--- src/common/rpt_defs.svh ---
// Timing constants and geometry for the RGB panel timing and reset block.
// Assumes a 25 MHz reference clock; counts are derived from printed times.
`ifndef RPT_DEFS_SVH
`define RPT_DEFS_SVH
`define RPT_CLK_MHZ 25
`define RPT_RST_REJECT_US 5
`define RPT_RST_FULL_US 10
`define RPT_RST_REJECT_CYC (`RPT_RST_REJECT_US * `RPT_CLK_MHZ)
`define RPT_RST_FULL_CYC (`RPT_RST_FULL_US * `RPT_CLK_MHZ)
`define RPT_ID_LOAD_MS 5
`define RPT_ID_LOAD_CYC (`RPT_ID_LOAD_MS * 1000 * `RPT_CLK_MHZ)
`define RPT_COMPLETE_MS 120
`define RPT_COMPLETE_CYC (`RPT_COMPLETE_MS * 1000 * `RPT_CLK_MHZ)
`define RPT_SPIKE_CYC 4
`define RPT_ACTIVE_PIXELS 480
`define RPT_ACTIVE_LINES 800
`define RPT_LINE_START_MIN 19
`define RPT_FRAME_START_MIN 4
`endif

--- src/common/rpt_pkg.sv ---
// Types shared by the RGB panel timing and reset block.
// Pixel words are 24 bits, one per pixel clock.
package rpt_pkg;
  typedef enum logic [3:0] {
    RPT_IDLE = 4'b0001,
    RPT_PEND = 4'b0010,
    RPT_BLANK = 4'b0100,
    RPT_LOAD = 4'b1000
  } rpt_state_e;
  typedef struct packed {
    logic [9:0] line;
    logic [8:0] col;
    logic [23:0] rgb;
  } rpt_pixel_s;
endpackage

--- src/rpt_fifo.sv ---
// Small synchronous FIFO for pixel words.
// Assumes one clock; full and empty are exact.
`timescale 1ns/1ps
module rpt_fifo #(
  parameter int WIDTH = 43,
  parameter int DEPTH = 4
) (
  input wire logic clk_in,
  input wire logic rstn_in,
  input wire logic [WIDTH-1:0] wr_data_in,
  input wire logic wr_valid_in,
  output logic wr_ready_out,
  output logic [WIDTH-1:0] rd_data_out,
  output logic rd_valid_out,
  input wire logic rd_ready_in
);
  localparam int AW = $clog2(DEPTH);
  logic [WIDTH-1:0] mem_reg [DEPTH];
  logic [AW:0] wp_reg;
  logic [AW:0] rp_reg;
  wire full = (wp_reg[AW] != rp_reg[AW]) && (wp_reg[AW-1:0] == rp_reg[AW-1:0]);
  wire empty = (wp_reg == rp_reg);
  wire push = wr_valid_in && !full;
  wire pop = rd_ready_in && !empty;
  assign wr_ready_out = !full;
  assign rd_valid_out = !empty;
  assign rd_data_out = mem_reg[rp_reg[AW-1:0]];
  always_ff @(posedge clk_in)
  begin
    if (push)
      mem_reg[wp_reg[AW-1:0]] <= wr_data_in;
  end
  always_ff @(posedge clk_in)
  begin
    if (!rstn_in)
    begin
      wp_reg <= '0;
      rp_reg <= '0;
    end
    else
    begin
      if (push)
        wp_reg <= wp_reg + 1'b1;
      if (pop)
        rp_reg <= rp_reg + 1'b1;
    end
  end
endmodule // rpt_fifo

--- src/rpt_top.sv ---
// Reset filter, blanking/ID reload sequencer and RGB input windowing.
// Assumes pins arrive asynchronously; pixel clock is sampled, not used as a clock.
`timescale 1ns/1ps
`include "rpt_defs.svh"
module rpt_top #(
  parameter int REJECT_CYC = `RPT_RST_REJECT_CYC,
  parameter int FULL_CYC = `RPT_RST_FULL_CYC,
  parameter int ID_LOAD_CYC = `RPT_ID_LOAD_CYC,
  parameter int COMPLETE_CYC = `RPT_COMPLETE_CYC,
  parameter int SPIKE_CYC = `RPT_SPIKE_CYC
) (
  input wire logic ref_clk_in,
  input wire logic rstn_in,
  input wire logic hw_reset_n_in,
  input wire logic awake_in,
  input wire logic [7:0] otp_id_in,
  input wire logic pixel_clock_in,
  input wire logic frame_sync_n_in,
  input wire logic line_sync_n_in,
  input wire logic pixel_valid_in,
  input wire logic [23:0] rgb_in,
  output logic [7:0] second_id_byte_out,
  output logic blank_out,
  output logic busy_out,
  output logic cmd_ok_out,
  output logic wake_ok_out,
  output rpt_pkg::rpt_pixel_s pix_out,
  output logic pix_valid_out,
  input wire logic pix_ready_in,
  output logic overflow_out
);
  // Three-stage samplers for the reset, pixel clock, sync and valid pins; RGB data gets two stages
  logic [2:0] rst_s_reg;
  logic [2:0] pck_s_reg;
  logic [2:0] fs_s_reg;
  logic [2:0] ls_s_reg;
  logic [2:0] pv_s_reg;
  logic [23:0] rgb_s1_reg;
  logic [23:0] rgb_s2_reg;
  logic rst_lvl_reg;
  logic pck_lvl_reg;
  always_ff @(posedge ref_clk_in)
  begin
    rst_s_reg <= {rst_s_reg[1:0], hw_reset_n_in};
    pck_s_reg <= {pck_s_reg[1:0], pixel_clock_in};
    fs_s_reg <= {fs_s_reg[1:0], frame_sync_n_in};
    ls_s_reg <= {ls_s_reg[1:0], line_sync_n_in};
    pv_s_reg <= {pv_s_reg[1:0], pixel_valid_in};
    rgb_s1_reg <= rgb_in;
    rgb_s2_reg <= rgb_s1_reg;
  end
  wire rst_agree = (rst_s_reg[1] == rst_s_reg[2]);
  wire pck_agree = (pck_s_reg[1] == pck_s_reg[2]);
  always_ff @(posedge ref_clk_in)
  begin
    if (!rstn_in)
    begin
      rst_lvl_reg <= 1'b1;
      pck_lvl_reg <= 1'b0;
    end
    else
    begin
      if (rst_agree)
        rst_lvl_reg <= rst_s_reg[2];
      if (pck_agree)
        pck_lvl_reg <= pck_s_reg[2];
    end
  end
  // Reset pulse filter; short highs inside a low pulse are bridged
  logic [31:0] low_cnt_reg;
  logic [31:0] hi_cnt_reg;
  logic [31:0] seq_cnt_reg;
  logic full_reg;
  rpt_pkg::rpt_state_e state_reg;
  rpt_pkg::rpt_state_e state_next;
  wire spike_ok = hi_cnt_reg < 32'(SPIKE_CYC);
  wire low_long = low_cnt_reg >= 32'(FULL_CYC);
  wire low_start = low_cnt_reg >= 32'(REJECT_CYC);
  always_ff @(posedge ref_clk_in)
  begin
    if (!rstn_in)
    begin
      low_cnt_reg <= '0;
      hi_cnt_reg <= '0;
    end
    else if (!rst_lvl_reg)
    begin
      hi_cnt_reg <= '0;
      if (!low_long)
        low_cnt_reg <= low_cnt_reg + 1;
    end
    else if (spike_ok && low_cnt_reg != '0)
      hi_cnt_reg <= hi_cnt_reg + 1;
    else
    begin
      low_cnt_reg <= '0;
      hi_cnt_reg <= '0;
    end
  end
  wire released = rst_lvl_reg && !spike_ok;
  always_comb
  begin
    state_next = state_reg;
    unique case (state_reg)
      rpt_pkg::RPT_IDLE:
        if (low_start)
          state_next = rpt_pkg::RPT_PEND;
      rpt_pkg::RPT_PEND:
        if (released)
          state_next = full_reg ? rpt_pkg::RPT_BLANK : rpt_pkg::RPT_IDLE;
      rpt_pkg::RPT_BLANK:
        if (seq_cnt_reg >= 32'(ID_LOAD_CYC))
          state_next = rpt_pkg::RPT_LOAD;
      rpt_pkg::RPT_LOAD:
        if (seq_cnt_reg >= 32'(COMPLETE_CYC))
          state_next = rpt_pkg::RPT_IDLE;
    endcase
  end
  // Between 5 and 10us the reset starts; it commits only if it reaches 10us
  logic awake_reg;
  always_ff @(posedge ref_clk_in)
  begin
    if (!rstn_in)
    begin
      state_reg <= rpt_pkg::RPT_IDLE;
      full_reg <= 1'b0;
      seq_cnt_reg <= '0;
      second_id_byte_out <= 8'h00;
      awake_reg <= 1'b0;
    end
    else
    begin
      state_reg <= state_next;
      if (state_reg == rpt_pkg::RPT_IDLE)
        awake_reg <= awake_in;
      if (state_reg == rpt_pkg::RPT_IDLE)
        full_reg <= 1'b0;
      else if (low_long)
        full_reg <= 1'b1;
      if (state_reg == rpt_pkg::RPT_PEND)
        seq_cnt_reg <= '0;
      else if (state_reg != rpt_pkg::RPT_IDLE)
        seq_cnt_reg <= seq_cnt_reg + 1;
      if (state_reg == rpt_pkg::RPT_BLANK && state_next == rpt_pkg::RPT_LOAD)
        second_id_byte_out <= otp_id_in;
    end
  end
  // Blank from reset start until sequence complete; sleep mode just stays blank
  assign blank_out = (state_reg != rpt_pkg::RPT_IDLE) || !awake_reg;
  assign busy_out = (state_reg != rpt_pkg::RPT_IDLE);
  assign cmd_ok_out = (state_reg == rpt_pkg::RPT_IDLE) ||
    (state_reg == rpt_pkg::RPT_LOAD);
  assign wake_ok_out = (state_reg == rpt_pkg::RPT_IDLE);
  // Pixel front end, sampled on rising pixel clock edges
  logic pck_prev_reg;
  logic fs_reg;
  logic ls_reg;
  logic [9:0] line_reg;
  logic [8:0] col_reg;
  logic line_has_data_reg;
  logic in_frame_reg;
  always_ff @(posedge ref_clk_in)
  begin
    if (!rstn_in)
      pck_prev_reg <= 1'b0;
    else
      pck_prev_reg <= pck_lvl_reg;
  end
  wire pck_rise = pck_lvl_reg && !pck_prev_reg;
  wire fs_fall = fs_reg && !fs_s_reg[2];
  wire ls_fall = ls_reg && !ls_s_reg[2];
  wire in_window = in_frame_reg && (line_reg < 10'(`RPT_ACTIVE_LINES)) &&
    (col_reg < 9'(`RPT_ACTIVE_PIXELS));
  wire take = pck_rise && pv_s_reg[2] && in_window && !blank_out;
  logic ff_ready;
  rpt_pkg::rpt_pixel_s wr_pix;
  assign wr_pix = '{line: line_reg, col: col_reg, rgb: rgb_s2_reg};
  always_ff @(posedge ref_clk_in)
  begin
    if (!rstn_in)
    begin
      fs_reg <= 1'b1;
      ls_reg <= 1'b1;
      line_reg <= '0;
      col_reg <= '0;
      line_has_data_reg <= 1'b0;
      in_frame_reg <= 1'b0;
      overflow_out <= 1'b0;
    end
    else if (pck_rise)
    begin
      fs_reg <= fs_s_reg[2];
      ls_reg <= ls_s_reg[2];
      if (fs_fall)
      begin
        line_reg <= '0;
        in_frame_reg <= 1'b1;
        line_has_data_reg <= 1'b0;
      end
      else if (ls_fall)
      begin
        col_reg <= '0;
        line_has_data_reg <= 1'b0;
        if (line_has_data_reg && line_reg < 10'(`RPT_ACTIVE_LINES))
          line_reg <= line_reg + 10'h001;
      end
      else if (pv_s_reg[2])
      begin
        line_has_data_reg <= 1'b1;
        if (col_reg < 9'(`RPT_ACTIVE_PIXELS))
          col_reg <= col_reg + 9'h001;
      end
      overflow_out <= take && !ff_ready;
    end
  end
  rpt_fifo #(.WIDTH($bits(rpt_pkg::rpt_pixel_s)), .DEPTH(4)) u_fifo (
    .clk_in(ref_clk_in),
    .rstn_in(rstn_in),
    .wr_data_in(wr_pix),
    .wr_valid_in(take),
    .wr_ready_out(ff_ready),
    .rd_data_out(pix_out),
    .rd_valid_out(pix_valid_out),
    .rd_ready_in(pix_ready_in)
  );

  property p_short_reject;
    @(posedge ref_clk_in) disable iff (!rstn_in)
    (state_reg == rpt_pkg::RPT_IDLE) && low_cnt_reg < 32'(REJECT_CYC) |=>
      state_reg == rpt_pkg::RPT_IDLE;
  endproperty
  a_short_reject: assert property (p_short_reject) else $error("short reset accepted");
  property p_full_blank;
    @(posedge ref_clk_in) disable iff (!rstn_in)
    (state_reg == rpt_pkg::RPT_PEND) && released && full_reg |=>
      state_reg == rpt_pkg::RPT_BLANK;
  endproperty
  a_full_blank: assert property (p_full_blank) else $error("long reset not taken");
  property p_blank_busy;
    @(posedge ref_clk_in) disable iff (!rstn_in) busy_out |-> blank_out;
  endproperty
  a_blank_busy: assert property (p_blank_busy) else $error("not blank in reset");
  property p_load_bound;
    @(posedge ref_clk_in) disable iff (!rstn_in)
    state_reg == rpt_pkg::RPT_BLANK |-> seq_cnt_reg <= 32'(ID_LOAD_CYC);
  endproperty
  a_load_bound: assert property (p_load_bound) else $error("id load late");
  property p_id_load;
    @(posedge ref_clk_in) disable iff (!rstn_in)
    state_reg == rpt_pkg::RPT_BLANK && state_next == rpt_pkg::RPT_LOAD |=>
      second_id_byte_out == $past(otp_id_in);
  endproperty
  a_id_load: assert property (p_id_load) else $error("id byte wrong");
  property p_complete;
    @(posedge ref_clk_in) disable iff (!rstn_in)
    state_reg == rpt_pkg::RPT_LOAD |-> seq_cnt_reg <= 32'(COMPLETE_CYC);
  endproperty
  a_complete: assert property (p_complete) else $error("reset too long");
  property p_spike;
    @(posedge ref_clk_in) disable iff (!rstn_in)
    state_reg == rpt_pkg::RPT_PEND && rst_lvl_reg && spike_ok |=>
      state_reg == rpt_pkg::RPT_PEND;
  endproperty
  a_spike: assert property (p_spike) else $error("spike aborted reset");
  property p_window;
    @(posedge ref_clk_in) disable iff (!rstn_in)
    take |-> col_reg < 9'(`RPT_ACTIVE_PIXELS) && pv_s_reg[2] && !blank_out;
  endproperty
  a_window: assert property (p_window) else $error("pixel outside window");
  property p_count;
    @(posedge ref_clk_in) disable iff (!rstn_in)
    pck_rise && ls_fall && !fs_fall |=> col_reg == 9'h000;
  endproperty
  a_count: assert property (p_count) else $error("column not cleared");
  c_reset: cover property (@(posedge ref_clk_in) state_reg == rpt_pkg::RPT_LOAD);
  c_pixel: cover property (@(posedge ref_clk_in) take);
  c_spike: cover property (@(posedge ref_clk_in)
    state_reg == rpt_pkg::RPT_PEND && rst_lvl_reg);
endmodule // rpt_top
--- config.mk ---
export PLATFORM = sky130hd
export DESIGN_NAME = rpt_top
export DESIGN_NICKNAME = d
export VERILOG_FILES = /design/src/common/rpt_pkg.sv /design/src/rpt_fifo.sv /design/src/rpt_top.sv
export VERILOG_INCLUDE_DIRS = /design/src /design/src/common
export SDC_FILE = /design/constraint.sdc
export NUM_CORES = 1
export LEC_CHECK = 0
export BUFFER_PORTS_ARGS = -buffer_cell sky130_fd_sc_hd__buf_2
export CORE_MARGIN = 1
export CORE_UTILIZATION = 45
export CTS_BUF_LIST = sky130_fd_sc_hd__clkbuf_4
export DETAILED_ROUTE_END_ITERATION = 8
export PLACE_DENSITY = 0.71
export SLEW_MARGIN = 20
export SYNTH_ARGS = -nofsm -noshare
export SYNTH_HDL_FRONTEND = slang
export SYNTH_SLANG_ARGS = --single-unit
--- constraint.sdc ---
create_clock -name ref_clk_in -period 3.48 [get_ports ref_clk_in]
set_input_delay 0.348 -clock ref_clk_in [delete_from_list [all_inputs] [get_ports ref_clk_in]]
set_output_delay 0.348 -clock ref_clk_in [all_outputs]
set_load 0.02 [all_outputs]
==> flow_metrics.py <==
metrics = {
    "global_routing": {
        "grt_pass1_wl_um": 39140,
        "track_usage_pct": 16.04,
        "grt_max_degree": 44,
        "antenna_found_initial": 1,
        "grt_pass1_vias": 8198,
        "gr-total-overflow": 0,
    },
    "placed_design": {
        "hpwl_um": 14110,
        "dpl.cell_count": 1424,
        "io_buffers": 97,
        "gp_congestion": 0.7977,
        "pre_cts_ws_ps": 704.1,
    },
    "setup_path": {
        "crit_fanout": 17,
        "r2r_slack_ps": 680,
        "critical_path_required_ps": 3130,
        "r2r-start": "state_reg[2]",
        "r2r-end": "u_fifo.mem_reg[3][38]",
        "startpoint_type": "register",
        "worstSetupPathType": "reg -> out",
        "critPathCaptureType": "primary output",
        "ff2ff_path_depth": 6,
        "cp.arrival_ps": 2500,
    },
    "timing": {
        "drv_slew": 0,
        "finalHoldViolCount": 0,
        "skew_ps": 71.10,
        "rsz0062_at_grt": "false",
        "period_share_pct": 81.90,
        "worst_pin_slew_ps": 810.1,
        "layout_min_cycle_time_ps": 2850,
        "fmax_ghz": 0.3508,
        "relSlewSlack_pct": 45.50,
        "setup_slack_ps": 629.7,
        "setup_viol": 0,
        "finalSetupTns_ps": 0,
    },
    "min_path": {
        "hold_path.class": "in -> reg",
        "hold_end": "fs_reg",
        "hold_depth": 2,
        "holdCritStartpoint": "rstn_in",
    },
    "power": {
        "combPwrFrac_pct": 1.6,
        "power.density_nw_per_um2": 527.8,
        "power.switching_mw": 1.814,
        "internal_power_mw": 6.615,
        "p_sw_share_pct": 21.53,
        "p_total_mw": 8.429,
        "power_frac_clock_pct": 42.1,
        "p_leak_nw": 5.850,
        "power_frac_seq_pct": 56.3,
        "ir_worst_vdd_uv": 324.4,
    },
    "floorplanning": {
        "start_util_pct": 46.11,
        "pin_count": 98,
        "dieArea_sq_um": 30260,
        "die_w_um": 174.0,
        "coreArea_sq_um": 28860,
        "row_count": 62,
        "dieHeight_um": 174.0,
    },
    "synth": {
        "yosysUniqueCellTypes": 57,
        "synth_top_area_share_pct": 38.82,
        "ys_ff_latch": 380,
        "synth_area_leader_cell": "edfxtp_1",
        "ys_warn_count": 0,
        "netlist_area_sq_um": 13310,
        "synth_area_leaders": "edfxtp_1, dfxtp_1, mux4_2, nand3_1, nor2_1",
        "synth_area_per_cell_sq_um": 14.22,
        "synthArstFlopShare_pct": 0,
        "yosys-top-cells-count": "dfxtp_1, edfxtp_1, nor2_1",
        "synth.yosys.seq_area_share_pct": 70.11,
        "synth_edf_count": 172,
        "synthFlopType": "dfxtp_1",
        "yosysMostFrequentCell": "dfxtp_1",
        "netlist_instances": 936,
    },
    "finish": {
        "largest_reg_flops": 172,
        "num-fill-cells": 2390,
        "layout.cells.non_filler": 1636,
        "final_core_util_pct": 55.34,
        "nets": 1233,
        "drive_gt1_share_pct": 25.18,
        "syn2layout_area_growth_pct": 20.02,
    },
    "clock_network": {
        "cts_resized": 0,
        "insertion_delay_ps": 730,
        "cts_buffers": 96,
        "cts.hold.buffers_added": 39,
        "cts.sinks": 380,
        "cts_tree": "done",
        "cts-root-buf": "clkbuf_4",
        "post_cts_buffers": 0,
        "cts.reportedPaths.clkPinSlew_ps": 70,
        "cts_max_path_buffers": 3,
        "cts_max_level": 3,
    },
    "detailed_routing": {
        "wl_um": 23570,
        "dr.first_iter.drc_count": 308,
        "vias": 7991,
        "first_pass_iters": 4,
        "drtAntennaViolNets": 0,
        "viasPerCell": 4.884,
        "drc": 0,
        "wl_per_cell_um": 14.41,
    },
    "flow_run": {
        "maxCapViolCount": 0,
    },
    "run_status": {
        "run_status": "finished clean",
    },
}
==> layer usage <==
metal	share of wire [%]	wire [um]	up-vias	track usage (%)
li1	-	-	3968	-
met1	44	10440	3790	19.78
met2	49	11650	194	26.98
met3	4.6	1083	39	3.959
met4	1.7	399	0	6.579
met5	0	0	-	0
==> area by class of cell <==
| type | count | area [sq um] | share of cell area (%) |
|---|---|---|---|
| well taps | 384 | 480.5 | 3.009 |
| diodes | 1 | 2.502 | 0.01567 |
| repair buffers | 147 | 1008 | 6.315 |
| flip-flops and latches | 380 | 9331 | 58.43 |
| multi-input cells | 527 | 3842 | 24.06 |
| clock buffers | 137 | 1028 | 6.441 |
| clock inverters | 35 | 173.9 | 1.089 |
| inverters | 25 | 101.3 | 0.6346 |
==> worst max-delay path, cell delays in order (launching register included) <==
cell,delay [ps]
dfxtp_2,610
buf_4,430
mux4_2,590
buf_2,180
==> cell families (layout without fill, tap and decap cells) <==
logic type,Yosys count,after routing,synth area share (%)
other,1,30,0.02818
buffers and inverters,57,344,1.796
adders and majority gates,15,15,1.411
xor gates and xnor gates,53,53,3.489
DFF,380,380,70.11
AOI/OAI and AO/OA,71,71,3.414
and+or+nand+nor,313,313,12.24
muxes,46,46,7.504
==> power groups by stage <==
stage	registers, mW	clock network (mW)	logic, mW
after global routing	4.75	3.93	0.155
after detailed placement	4.84	0	0.103
after CTS	4.74	3.70	0.137
after floorplan	4.83	0	0.0662
after global placement	4.84	0	0.101
final	4.74	3.55	0.137
==> placed cells by master, fill, tap and decap left out, types with 3 or more instances in the layout <==
cell type      instances
mux4_2                43
buf_4                  7
ha_1                  15
or3_1                  4
clkinv_2               4
nor4_1                22
and2_2                 3
clkbuf_4             137
nor3_1                15
inv_1                 24
o21a_1                 3
xnor2_1               30
edfxtp_1             172
and3_1                31
a31oi_1                3
a211oi_1               3
o21ai_1                3
and4_1                 4
mux2i_1                3
nor2b_1                5
dfxtp_1              206
buf_12                 4
dlygate4sd3_1         39
conb_1                29
nand2b_1               4
buf_2                 97
o2111ai_1              4
clkinv_1              24
and2_1                 8
a21oi_1               15
a21boi_0               9
nand4_1               19
nand3_1               55
nand2_1               56
xor2_1                23
nor2_1                72
o21ai_0               20
==> metrics by stage <==
| step | area [sq um] | hold WS (ps) |
|---|---|---|
| after CTS | 15970 | 113.9 |
| after floorplan | 13410 | 309.6 |
| after detailed placement | 14370 | 312.1 |
| after global routing | 15970 | 178.6 |
| final | 15970 | 183.1 |
| after global placement | 14370 | 311.3 |
==> worst max path at each step <==
stage / from / depth (start not counted) / endpoint
after floorplan: state_reg[3] / 7 / u_fifo.mem_reg[0][0]
after CTS: register / 3 / pix_out[25]
after global routing: register / 3 / pix_out[25]
final: register / 3 / pix_out[25]
after global placement: state_reg[2] / 6 / u_fifo.mem_reg[3][6]
after detailed placement: state_reg[2] / 6 / u_fifo.mem_reg[3][6]
No activity file was read; power rests on OpenSTA's default activity.
